## src/verilog/sst_pkg.sv

```systemverilog
// constants, register map and carrier types of the synchronous serial transceiver
package sst_pkg;

  // register indices; the byte address is four times the index
  localparam logic [7:0] IDX_MODE_CONTROL  = 8'hb4;
  localparam logic [7:0] IDX_CLOCK_RELOAD  = 8'hb5;
  localparam logic [7:0] IDX_DATA_BUFFER   = 8'hb6;
  localparam logic [7:0] IDX_PORT_CONTROL  = 8'hb7;
  localparam logic [7:0] IDX_PIN_LEVEL     = 8'hb8;

  // values after reset
  localparam logic [7:0] RST_MODE_CONTROL  = 8'h00;
  localparam logic [7:0] RST_CLOCK_RELOAD  = 8'h00;
  localparam logic [7:0] RST_DATA_BUFFER   = 8'h00;
  localparam logic [7:0] RST_PORT_CONTROL  = 8'h00;

  // field positions of the mode register
  localparam int POS_ENABLE   = 7;
  localparam int POS_PROGRESS = 6;
  localparam int POS_RATE     = 4;
  localparam int POS_SOURCE   = 2;
  localparam int POS_EDGE     = 1;
  localparam int POS_DUPLEX   = 0;

  // shift rate divisors of the core clock
  localparam logic [4:0] DIV_BY_32 = 5'h1f;
  localparam logic [4:0] DIV_BY_16 = 5'h0f;
  localparam logic [4:0] DIV_BY_8  = 5'h07;

  // bits per byte and the last bit index
  localparam int          BYTE_BITS = 8;
  localparam logic [2:0]  LAST_BIT  = 3'h7;

  typedef enum logic [1:0] {
    RATE_CORE,
    RATE_DIV32,
    RATE_DIV16,
    RATE_DIV8
  } sst_rate_e;

  // mode register image, bit 3 reserved
  typedef struct packed {
    logic      serial_function_enable;
    logic      progress;
    sst_rate_e shift_rate_select;
    logic      reserved;
    logic      clock_source_select;
    logic      shift_edge_select;
    logic      duplex_direction_select;
  } sst_mode_s;

  // port control: output levels, open-drain select, direction (1 = output)
  typedef struct packed {
    logic       reserved;
    logic [2:0] port_data;
    logic       so_open_drain;
    logic [2:0] port_direction_register;
  } sst_port_s;

endpackage : sst_pkg

```

## src/verilog/sst_transceiver.sv

```systemverilog
// synchronous serial transceiver: apb registers, clock generation, shifter and pin steering
//
// Overview of operation
// - lsb first over clock, input, output
// - eight bits shift without software help
// - three-bit counter, request after eighth bit
// - stop after byte, clear progress bit
// - clock counter reloads from reload register
// - drive on first edge, sample second
// - enable bit hands clock and output pins to function
// - progress bit shows transfer running
// - rate field picks master clock source
// - source bit chooses master or slave
// - edge bit picks rising or falling
// - direction bit: receive only or duplex
// - clock pin direction forced by source
// - output pin direction forced by duplex
// - disabled: pins follow port direction
// - both ends share edge, master clocks
// - output pin may be open drain
// - data buffer holds transmit, receive byte
`timescale 1ns/1ps
module sst_transceiver
  import sst_pkg::*;
#(
  parameter int PADDR_W = 12
) (
  // clock and reset
  input  wire logic               SYS_CLK,
  input  wire logic               RESET,
  // apb slave
  input  wire logic               PSEL,
  input  wire logic               PENABLE,
  input  wire logic               PWRITE,
  input  wire logic [PADDR_W-1:0] PADDR,
  input  wire logic [31:0]        PWDATA,
  output logic      [31:0]        PRDATA,
  output logic                    PREADY,
  output logic                    PSLVERR,
  // serial clock pin
  input  wire logic               SCK_IN,
  output logic                    SCK_OUT,
  output logic                    SCK_OE,
  // serial input pin
  input  wire logic               SI_IN,
  output logic                    SI_OUT,
  output logic                    SI_OE,
  // serial output pin
  input  wire logic               SO_IN,
  output logic                    SO_OUT,
  output logic                    SO_OE,
  // end of transfer request
  output logic                    END_OF_TRANSFER
);

  if (PADDR_W < 10) begin : g_addr_width_check
    $error("PADDR_W must be at least 10 to reach the register indices");
  end

  sst_mode_s  mode;
  sst_port_s  port;
  logic [7:0] serial_clock_reload;
  logic [7:0] serial_data_buffer;
  logic [7:0] shifter;
  logic [2:0] bit_count;
  logic [7:0] shift_clock_counter;
  logic [4:0] prescale;
  logic       sck_level;
  logic       so_level;
  logic [2:0] sync_a;
  logic [2:0] sync_b;
  logic       sck_prev;
  logic       si_prev;
  logic       eot;

  logic       wr_en;
  logic       rd_setup;
  logic [7:0] idx;
  logic       mapped;
  logic       master;
  logic       busy;
  logic       tick;
  logic       expire;
  logic       sck_rise;
  logic       sck_fall;
  logic       lead;
  logic       trail;
  logic       last_bit;
  logic [7:0] next_shifter;

  // pin synchronisers: sync_b is the only reader of sync_a
  always_ff @(posedge SYS_CLK or posedge RESET) begin
    if (RESET) begin
      sync_a <= 3'h0;
      sync_b <= 3'h0;
    end else begin
      sync_a <= {SO_IN, SI_IN, SCK_IN};
      sync_b <= sync_a;
    end
  end

  always_ff @(posedge SYS_CLK or posedge RESET) begin
    if (RESET) begin
      sck_prev <= 1'b0;
      si_prev  <= 1'b0;
    end else begin
      sck_prev <= sync_b[0];
      si_prev  <= sync_b[1];
    end
  end

  // apb decode; printed offsets are indices, so the word address is paddr[9:2]
  assign idx      = PADDR[9:2];
  assign mapped   = (PADDR[PADDR_W-1:10] == '0) && (PADDR[1:0] == 2'h0) &&
                    (idx >= IDX_MODE_CONTROL) && (idx <= IDX_PIN_LEVEL);
  assign wr_en    = PSEL && PENABLE && PWRITE && mapped;
  assign rd_setup = PSEL && !PENABLE;
  assign PREADY   = 1'b1;

  assign master   = !mode.clock_source_select;
  // the end cycle already counts as idle, so no clock edge follows the last bit
  assign busy     = mode.serial_function_enable && mode.progress && !eot;

  // read data is captured in the setup phase so the access phase sees a flop
  always_ff @(posedge SYS_CLK or posedge RESET) begin
    if (RESET) begin
      PRDATA  <= 32'h0000_0000;
      PSLVERR <= 1'b0;
    end else if (rd_setup) begin
      PSLVERR <= !mapped;
      PRDATA  <= 32'h0000_0000;
      if (mapped && !PWRITE) begin
        unique case (idx)
          IDX_MODE_CONTROL: PRDATA[7:0] <= {mode[7:4], 1'b0, mode[2:0]};
          IDX_DATA_BUFFER:  PRDATA[7:0] <= serial_data_buffer;
          IDX_PORT_CONTROL: PRDATA[7:0] <= {1'b0, port[6:0]};
          IDX_PIN_LEVEL:    PRDATA[2:0] <= sync_b;
          default:          PRDATA[7:0] <= 8'h00;
        endcase
      end
    end
  end

  // mode register; a software write wins over the end-of-byte clear
  always_ff @(posedge SYS_CLK or posedge RESET) begin
    if (RESET) begin
      mode <= sst_mode_s'(RST_MODE_CONTROL);
    end else if (wr_en && idx == IDX_MODE_CONTROL) begin
      mode          <= sst_mode_s'(PWDATA[7:0]);
      mode.reserved <= 1'b0;
    end else if (eot || !mode.serial_function_enable) begin
      mode.progress <= 1'b0;
    end
  end

  // write-only reload value
  always_ff @(posedge SYS_CLK or posedge RESET) begin
    if (RESET) begin
      serial_clock_reload <= RST_CLOCK_RELOAD;
    end else if (wr_en && idx == IDX_CLOCK_RELOAD) begin
      serial_clock_reload <= PWDATA[7:0];
    end
  end

  always_ff @(posedge SYS_CLK or posedge RESET) begin
    if (RESET) begin
      port <= sst_port_s'(RST_PORT_CONTROL);
    end else if (wr_en && idx == IDX_PORT_CONTROL) begin
      port <= sst_port_s'({1'b0, PWDATA[6:0]});
    end
  end

  // the buffer is single: a write during a byte is overwritten by the received byte when the byte ends
  always_ff @(posedge SYS_CLK or posedge RESET) begin
    if (RESET) begin
      serial_data_buffer <= RST_DATA_BUFFER;
    end else if (eot) begin
      serial_data_buffer <= shifter;
    end else if (wr_en && idx == IDX_DATA_BUFFER) begin
      serial_data_buffer <= PWDATA[7:0];
    end
  end

  // core clock prescaler for the master rate
  always_ff @(posedge SYS_CLK or posedge RESET) begin
    if (RESET) begin
      prescale <= 5'h00;
    end else if (!busy || tick) begin
      prescale <= 5'h00;
    end else begin
      prescale <= prescale + 5'h01;
    end
  end

  always_comb begin
    unique case (mode.shift_rate_select)
      RATE_CORE:  tick = busy;
      RATE_DIV32: tick = busy && (prescale == DIV_BY_32);
      RATE_DIV16: tick = busy && (prescale == DIV_BY_16);
      RATE_DIV8:  tick = busy && (prescale == DIV_BY_8);
    endcase
  end

  // post-scaler: counts down from the reload value, one half period per expiry
  assign expire = tick && master && (shift_clock_counter == 8'h00);

  always_ff @(posedge SYS_CLK or posedge RESET) begin
    if (RESET) begin
      shift_clock_counter <= 8'h00;
    end else if (!busy || expire) begin
      shift_clock_counter <= serial_clock_reload;
    end else if (tick) begin
      shift_clock_counter <= shift_clock_counter - 8'h01;
    end
  end

  // master clock idles at the level opposite to the first edge of a bit
  always_ff @(posedge SYS_CLK or posedge RESET) begin
    if (RESET) begin
      sck_level <= 1'b1;
    end else if (!busy || !master) begin
      sck_level <= !mode.shift_edge_select;
    end else if (expire) begin
      sck_level <= !sck_level;
    end
  end

  // slave edges come from the synchronised pin, two to three core cycles late
  assign sck_rise = sync_b[0] && !sck_prev;
  assign sck_fall = !sync_b[0] && sck_prev;

  always_comb begin
    if (master) begin
      lead  = expire && (sck_level != mode.shift_edge_select);
      trail = expire && (sck_level == mode.shift_edge_select);
    end else begin
      lead  = busy && (mode.shift_edge_select ? sck_rise : sck_fall);
      trail = busy && (mode.shift_edge_select ? sck_fall : sck_rise);
    end
  end

  assign last_bit     = trail && (bit_count == LAST_BIT);
  // a slave sees the clock edge in the same snapshot as a data change at that edge,
  // so it takes the input bit from the snapshot just before the edge
  assign next_shifter = {master ? sync_b[1] : si_prev, shifter[7:1]};

  // shifter: loaded when progress rises, fills lsb first from the top
  always_ff @(posedge SYS_CLK or posedge RESET) begin
    if (RESET) begin
      shifter <= 8'h00;
    end else if (!busy) begin
      shifter <= serial_data_buffer;
    end else if (trail) begin
      shifter <= next_shifter;
    end
  end

  always_ff @(posedge SYS_CLK or posedge RESET) begin
    if (RESET) begin
      bit_count <= 3'h0;
    end else if (!busy) begin
      bit_count <= 3'h0;
    end else if (trail) begin
      bit_count <= bit_count + 3'h1;
    end
  end

  always_ff @(posedge SYS_CLK or posedge RESET) begin
    if (RESET) begin
      so_level <= 1'b1;
    end else if (lead) begin
      so_level <= shifter[0];
    end
  end

  // one-cycle request; the mode and buffer updates follow it one cycle later, at the edge that ends it
  always_ff @(posedge SYS_CLK or posedge RESET) begin
    if (RESET) begin
      eot <= 1'b0;
    end else begin
      eot <= last_bit;
    end
  end

  assign END_OF_TRANSFER = eot;

  // pin steering; the input pin is never forced, software keeps it an input
  always_comb begin
    if (mode.serial_function_enable) begin
      SCK_OE  = master;
      SCK_OUT = sck_level;
      SO_OE   = mode.duplex_direction_select && !(port.so_open_drain && so_level);
      SO_OUT  = so_level && !port.so_open_drain;
    end else begin
      SCK_OE  = port.port_direction_register[0];
      SCK_OUT = port.port_data[0];
      SO_OE   = port.port_direction_register[2];
      SO_OUT  = port.port_data[2];
    end
    SI_OE  = port.port_direction_register[1];
    SI_OUT = port.port_data[1];
  end

  // checks
  eot_stops_a: assert property (@(posedge SYS_CLK) disable iff (RESET)
    last_bit && !(wr_en && idx == IDX_MODE_CONTROL) |=> eot ##1 !mode.progress)
    else $error("progress not cleared after the last bit");

  eight_bits_a: assert property (@(posedge SYS_CLK) disable iff (RESET)
    trail && bit_count != LAST_BIT |=> !eot && bit_count == $past(bit_count) + 3'h1)
    else $error("bit counter did not advance on a sample edge");

  rx_store_a: assert property (@(posedge SYS_CLK) disable iff (RESET)
    last_bit |=> END_OF_TRANSFER ##1 serial_data_buffer == $past(next_shifter, 2))
    else $error("received byte not stored at end of byte");

  start_load_a: assert property (@(posedge SYS_CLK) disable iff (RESET)
    !busy ##1 busy |-> shifter == $past(serial_data_buffer) && bit_count == 3'h0)
    else $error("shifter not loaded from the buffer at start");

  lead_drive_a: assert property (@(posedge SYS_CLK) disable iff (RESET)
    lead |=> so_level == $past(shifter[0]) ##1 $stable(so_level) || lead)
    else $error("output bit not driven on the first edge");

  reload_a: assert property (@(posedge SYS_CLK) disable iff (RESET)
    expire && busy |=> shift_clock_counter == $past(serial_clock_reload))
    else $error("clock counter did not reload on expiry");

  rate_core_a: assert property (@(posedge SYS_CLK) disable iff (RESET)
    busy && mode.shift_rate_select == RATE_CORE |-> tick)
    else $error("core rate does not tick every cycle");

  sck_idle_a: assert property (@(posedge SYS_CLK) disable iff (RESET)
    mode.serial_function_enable && master && !busy ##1
      mode.serial_function_enable && master && !busy && $stable(mode) |->
      SCK_OUT == !mode.shift_edge_select && SCK_OE)
    else $error("master clock not idle between transfers");

  so_dir_a: assert property (@(posedge SYS_CLK) disable iff (RESET)
    mode.serial_function_enable && !mode.duplex_direction_select |-> !SO_OE)
    else $error("output pin driven in receive only mode");

  open_drain_a: assert property (@(posedge SYS_CLK) disable iff (RESET)
    mode.serial_function_enable && port.so_open_drain && SO_OE |-> !SO_OUT)
    else $error("open drain output drove a high level");

  sck_dir_a: assert property (@(posedge SYS_CLK) disable iff (RESET)
    mode.serial_function_enable |-> SCK_OE == !mode.clock_source_select)
    else $error("clock pin direction not forced by source");

endmodule : sst_transceiver

```

## config.mk

```make
export PLATFORM = sky130hd
export DESIGN_NAME = sst_transceiver
export DESIGN_NICKNAME = d
export VERILOG_FILES = /design/src/verilog/sst_pkg.sv /design/src/verilog/sst_transceiver.sv
export SDC_FILE = /design/constraint.sdc
export NUM_CORES = 1
export LEC_CHECK = 0
export BUFFER_PORTS_ARGS = -buffer_cell sky130_fd_sc_hd__buf_2
export CAP_MARGIN = 5
export CORE_MARGIN = 2
export CORE_UTILIZATION = 58
export DETAILED_ROUTE_END_ITERATION = 10
export PLACE_DENSITY = 0.85
export SKIP_LAST_GASP = 1
export SLEW_MARGIN = 10
export SYNTH_ARGS = -nofsm -noshare
export SYNTH_HDL_FRONTEND = slang
export SYNTH_SLANG_ARGS = --single-unit
```

## constraint.sdc

```tcl
create_clock -name SYS_CLK -period 5.25 [get_ports SYS_CLK]
set_clock_uncertainty 0.15 [all_clocks]
set_input_delay 1.05 -clock SYS_CLK [delete_from_list [all_inputs] [get_ports SYS_CLK]]
set_output_delay 1.05 -clock SYS_CLK [all_outputs]
set_load 0.005 [all_outputs]
```

# Word-level counts from Yosys, hierarchy flattened

Cells that the tools add are included.

Register bits: 74
Input bits: 52
Output and inout bits: 41
Logic and storage cells: 124

Add/subtract/negate cells: 3
Order comparisons: 2
Equal/unequal tests: 15
Muxes and demuxes: 26
Reduce and logical (&&, ||, !) cells: 54

Operators with widths:

| operator                                                  | number |
|---|---|
| two-way mux 8 bit                                         | 7 |
| == test 8 bit (second input constant)                     | 5 |
| logical AND 1 bit                                         | 29 |
| one-hot mux 5 bit (3 select lines)                        | 1 |
| zero test 1 bit                                           | 13 |
| two-way mux 1 bit                                         | 13 |
| one-hot mux 3 bit (4 select lines)                        | 1 |
| greater-or-equal comparator 8 bit (second input constant) | 1 |
| less-or-equal comparator 8 bit (second input constant)    | 1 |
| zero test 8 bit                                           | 1 |
| nonzero test 2 bit                                        | 4 |
| subtractor 8 x 1 -> 8 bit (second input constant)         | 1 |
| zero test 2 bit                                           | 3 |
| two-way mux 3 bit                                         | 2 |
| adder 5 x 1 -> 5 bit (second input constant)              | 1 |
| == test 5 x 3 -> 1 bit (second input constant)            | 1 |
| == test 5 x 4 -> 1 bit (second input constant)            | 1 |
| == test 5 bit (second input constant)                     | 1 |
| two-way mux 5 bit                                         | 1 |
| == test 2 bit (second input constant)                     | 2 |
| logical OR 1 bit                                          | 4 |
| one-hot mux 1 bit (4 select lines)                        | 1 |
| adder 3 x 1 -> 3 bit (second input constant)              | 1 |
| == test 3 bit (second input constant)                     | 1 |
| other kinds (4)                                           | 4 |

# Longest topological paths before layout

Depth after elaboration: 10
Depth in mapped cells: 8
Gate-level depth less buffers: 7

# Worst setup path after synthesis

Ideal clock, no wire load.

Path type: input to register
Start point: in PADDR[11]
End point: reg serial_data_buffer[7]
Setup time: 0.136 ns
Arrival time: 2.455 ns
Required time: 4.964 ns
Setup slack: 2.508 ns
Stages on the path: 6
Buffers on the path: 1
Path through: or4_4 nor4_4 nand3b_1 buf_4 mux2i_1 o21ai_0

Word-level cells in the longest chain between the ends: 7

Ends and longest elaborated chain:

| item                                | RTL line               | RTL |
|---|---|---|
| start, declared                     | sst_transceiver.sv:35  | `input wire logic [PADDR_W-1:0] PADDR,` |
| zero test 2 bit                     | sst_transceiver.sv:114 | `assign mapped = (PADDR[PADDR_W-1:10] == '0) && (PADDR[1:0] == 2'h0) &&` |
| logical AND 1 bit (2 in a row)      | sst_transceiver.sv:114 |  |
| logical AND 1 bit                   | sst_transceiver.sv:115 | `(idx >= IDX_MODE_CONTROL) && (idx <= IDX_PIN_LEVEL);` |
| logical AND 1 bit                   | sst_transceiver.sv:116 | `assign wr_en = PSEL && PENABLE && PWRITE && mapped;` |
| logical AND 1 bit                   | sst_transceiver.sv:179 | `end else if (wr_en && idx == IDX_DATA_BUFFER) begin` |
| nonzero test 2 bit (no source line) | --                     |  |
| end signal, assigned                | sst_transceiver.sv:178 | `serial_data_buffer <= shifter;` |
| end signal, assigned                | sst_transceiver.sv:180 | `serial_data_buffer <= PWDATA[7:0];` |
| end, declared                       | sst_transceiver.sv:63  | `logic [7:0] serial_data_buffer;` |

Every way passes these cells.
A chain may end at the register's enable or synchronous reset.

# Final worst setup path

Start point: in PADDR[11]
End point: reg serial_data_buffer[6]

Same word-level chain as after synthesis.

==> results_dict.tcl <==
set metrics [dict create \
    vdd_ir_drop_max_mv 0.125 \
    dpl.hpwl_um 6290 \
    antennaDiodeCount 0 \
    groute.usage.overall 0.244 \
    core_region_area_mm2 0.00668 \
    critical_path_peak_fanout 8 \
    routed-via-count 3048 \
    deepest_clock_path_buffer_count 2 \
    grt_pass1_vias 2912 \
    number_of_distinct_library_cells_after_synthesis 56 \
    initial_utilization 0.591 \
    synth_most_common_cell "dfrtp_1" \
    syn_area_mm2 0.00395 \
    ys.warnings.count 0 \
    power_frac_seq 0.547 \
    static_leakage_nw 1.99 \
    numPortBuffers 43 \
    reg2regPathDepth 5 \
    cts_resized 0 \
    reg2reg_setup_slack_ns 2.42 \
    num_io_pins 93 \
    grt_setup_unrepaired "no" \
    nets 475 \
    final_max_slew_viol_count 0 \
    crit_path_start_kind "primary input" \
    gr-total-overflow 0 \
    design_power_total_w 0.00106 \
    worst_slew_margin_rel 0.262 \
    timing.max_cap.violations 0 \
    timing.final.crit_share 0.573 \
    whs_path_depth 0 \
    pin_count_of_the_biggest_net_entering_global_routing 46 \
    gp_routability_congestion 0.852 \
    pwr_density_cell_mw_per_mm2 246 \
    top_cells_by_area_in_the_synthesized_netlist "dfrtp_1 46%, mux2_2 8.6%, o21ai_0 4.9%, buf_4 4.9%, mux2i_1 3.3%" \
    rows 30 \
    post_drt_via_cell_ratio 6.05 \
    holdCritPathClass "flip-flop to flip-flop" \
    tritoncts "done" \
    clock-sinks 74 \
    synth_top_area_cell "dfrtp_1" \
    area.growth.synth_to_final_pct 8.56 \
    yosys_register_bits 74 \
    critPathArrivalTime_ns 3.09 \
    drive_gt1_frac 0.267 \
    final.hold.worst_slack_ns 0.202 \
    total_wirelength_of_the_detailed_routed_design_um 8810 \
    finalCriticalPeriod_ns 3.01 \
    outcome "completed" \
    insertion_delay_ns 0.34 \
    finalHoldViolations 0 \
    number_of_enable_type_register_cells_in_the_synthesized_netlist 0 \
    fmaxAchievable_mhz 332 \
    worst_setup_hold_path_clk_slew_ns 0.08 \
    internal-power_w 0.000808 \
    cts_hold_buffers 0 \
    route.detailed.drc 0 \
    cts_buffers 9 \
    cp_data_required_time_ns 5.33 \
    cts.htree.levels 3 \
    ant_nets 0 \
    dominantRegCellSynth "dfrtp_1" \
    regToRegStartpoint "END_OF_TRANSFER$_DFF_PP0_" \
    avgRoutedWirePerCell_um 17.5 \
    root_buffer "clkbuf_8" \
    buffers_inserted_by_post_cts_timing_repair 0 \
    grt_antenna_before_repair 0 \
    grt_pass1_wl_um 14200 \
    switchingPower_w 0.000247 \
    seq_area_frac_synth 0.470 \
    async_flop_share 1.00 \
    holdCritStartpoint "sync_a[2]$_DFF_PP0_" \
    drt_pre_antenna_iters 5 \
    detail_route.iter0.violations 274 \
    post_synthesis_cells 384 \
    fp.dieW_um 86.5 \
    r2r-end "so_level$_DFFE_PP1P_" \
    power.switching_fraction 0.234 \
    pwr-share-clk 0.402 \
    hold-path-endpoint "sync_b[2]$_DFF_PP0_" \
    die-height_um 86.5 \
    syn_avg_cell_area_um2 10.3 \
    yosysTopAreaCellShare 0.456 \
    power_frac_comb 0.051 \
    synth_commonest_cells "72 x dfrtp_1, 39 x o21ai_0, 32 x nand2_1" \
    setup-tns-final_ns 0 \
    setup_violations 0 \
    worst-slew-pin-transition_ns 1.10 \
    sort_of_element_at_the_end_of_the_critical_path "flip-flop" \
    timing.setup.critical_path_class "primary input to flip-flop" \
    fp.dieArea_mm2 0.00748 \
]
layout make-up:
| cell class | count | area [µm²] |
|---|---|---|
| inverters | 8 | 30.0 |
| multi-input cells | 281 | 1890 |
| flip-flops and latches | 74 | 1850 |
| fillers | 541 | 2390 |
| repair buffers | 45 | 230 |
| clock inverters | 6 | 57.6 |
| well taps | 80 | 100 |
| clock buffers | 10 | 128 |
per-layer routing:
metal,vias to the layer above,wire [µm],part of all wire,track usage
met4,0,195,0.022,0.0909
met5,-,0,0,0
met3,23,438,0.050,0.0438
met2,137,4340,0.49,0.385
li1,1407,-,-,-
met1,1481,3840,0.44,0.339
worst max-delay path: stages:
cell	delay [ns]
buf_2	0.10
or4_4	0.55
nor4_4	0.41
nand3b_1	0.49
mux2i_1	0.23
o21ai_0	0.26
registers in the layout, summed over array words and instances, names as in the netlist, 5 cells and up:
register             flops
serial_clock_reload      8
shifter                  8
prescale                 5
mode                     7
PRDATA                   8
shift_clock_counter      8
serial_data_buffer       8
port                     5
worst max-delay path by stage:
stage                          from                                 to
final                     PADDR[11]  serial_data_buffer[6]$_DFFE_PP0P_
after global routing      PADDR[11]  serial_data_buffer[4]$_DFFE_PP0P_
after CTS                 PADDR[11]  serial_data_buffer[4]$_DFFE_PP0P_
after detailed placement  PADDR[11]  serial_data_buffer[4]$_DFFE_PP0P_
after global placement    PADDR[11]  serial_data_buffer[1]$_DFFE_PP0P_
after floorplan               RESET          END_OF_TRANSFER$_DFF_PP0_
power groups by stage:
| stage | logic [W] | registers (W) | clock network (W) |
|---|---|---|---|
| after global routing | 0.0000622 | 0.000577 | 0.000454 |
| after CTS | 0.0000545 | 0.000577 | 0.000430 |
| final | 0.0000541 | 0.000577 | 0.000424 |
| after floorplan | 0.0000452 | 0.000587 | 0 |
| after detailed placement | 0.0000544 | 0.000588 | 0 |
| after global placement | 0.0000528 | 0.000588 | 0 |
cell usage in the layout, fill, tap and decap left out, drive strengths merged, types with 3 or more instances in the layout:
cell and instances:
a21oi 11, a22o 3, a22oi 3, a2bb2oi 4, a32oi 3, buf 45, clkbuf 10, clkinv 4
conb 25, dfrtp 72, ha 4, inv 8, mux2 30, mux2i 13, nand2 34, nand2b 5
nand3 8, nand3b 5, nand4 3, nor2 20, nor3 7, nor4 12, o211ai 4, o21ai 44
o221a 7, xor2 6
per-stage QoR:
step           instance area [µm²]  setup WS [ns]   util  std cells
2_1_floorplan                 4040           2.17      -        407
3_5_place_dp                  4100           1.91  0.614        488
5_1_grt                       4290           2.18  0.642        504
6_report                      4290           2.24  0.642        504
3_3_place_gp                  4100           2.01  0.614        488
4_1_cts                       4290           2.27  0.642        504
cells by family after synthesis:
group	count (synthesis)	synth area share
other cells	2	0.00190
fa+ha+maj	4	0.0127
simple gates	111	0.153
mux	43	0.119
xor+xnor	8	0.0177
buf+inv	52	0.0745
flops	74	0.470
compound gates	90	0.152
No activity file was read; power rests on OpenSTA's default activity.
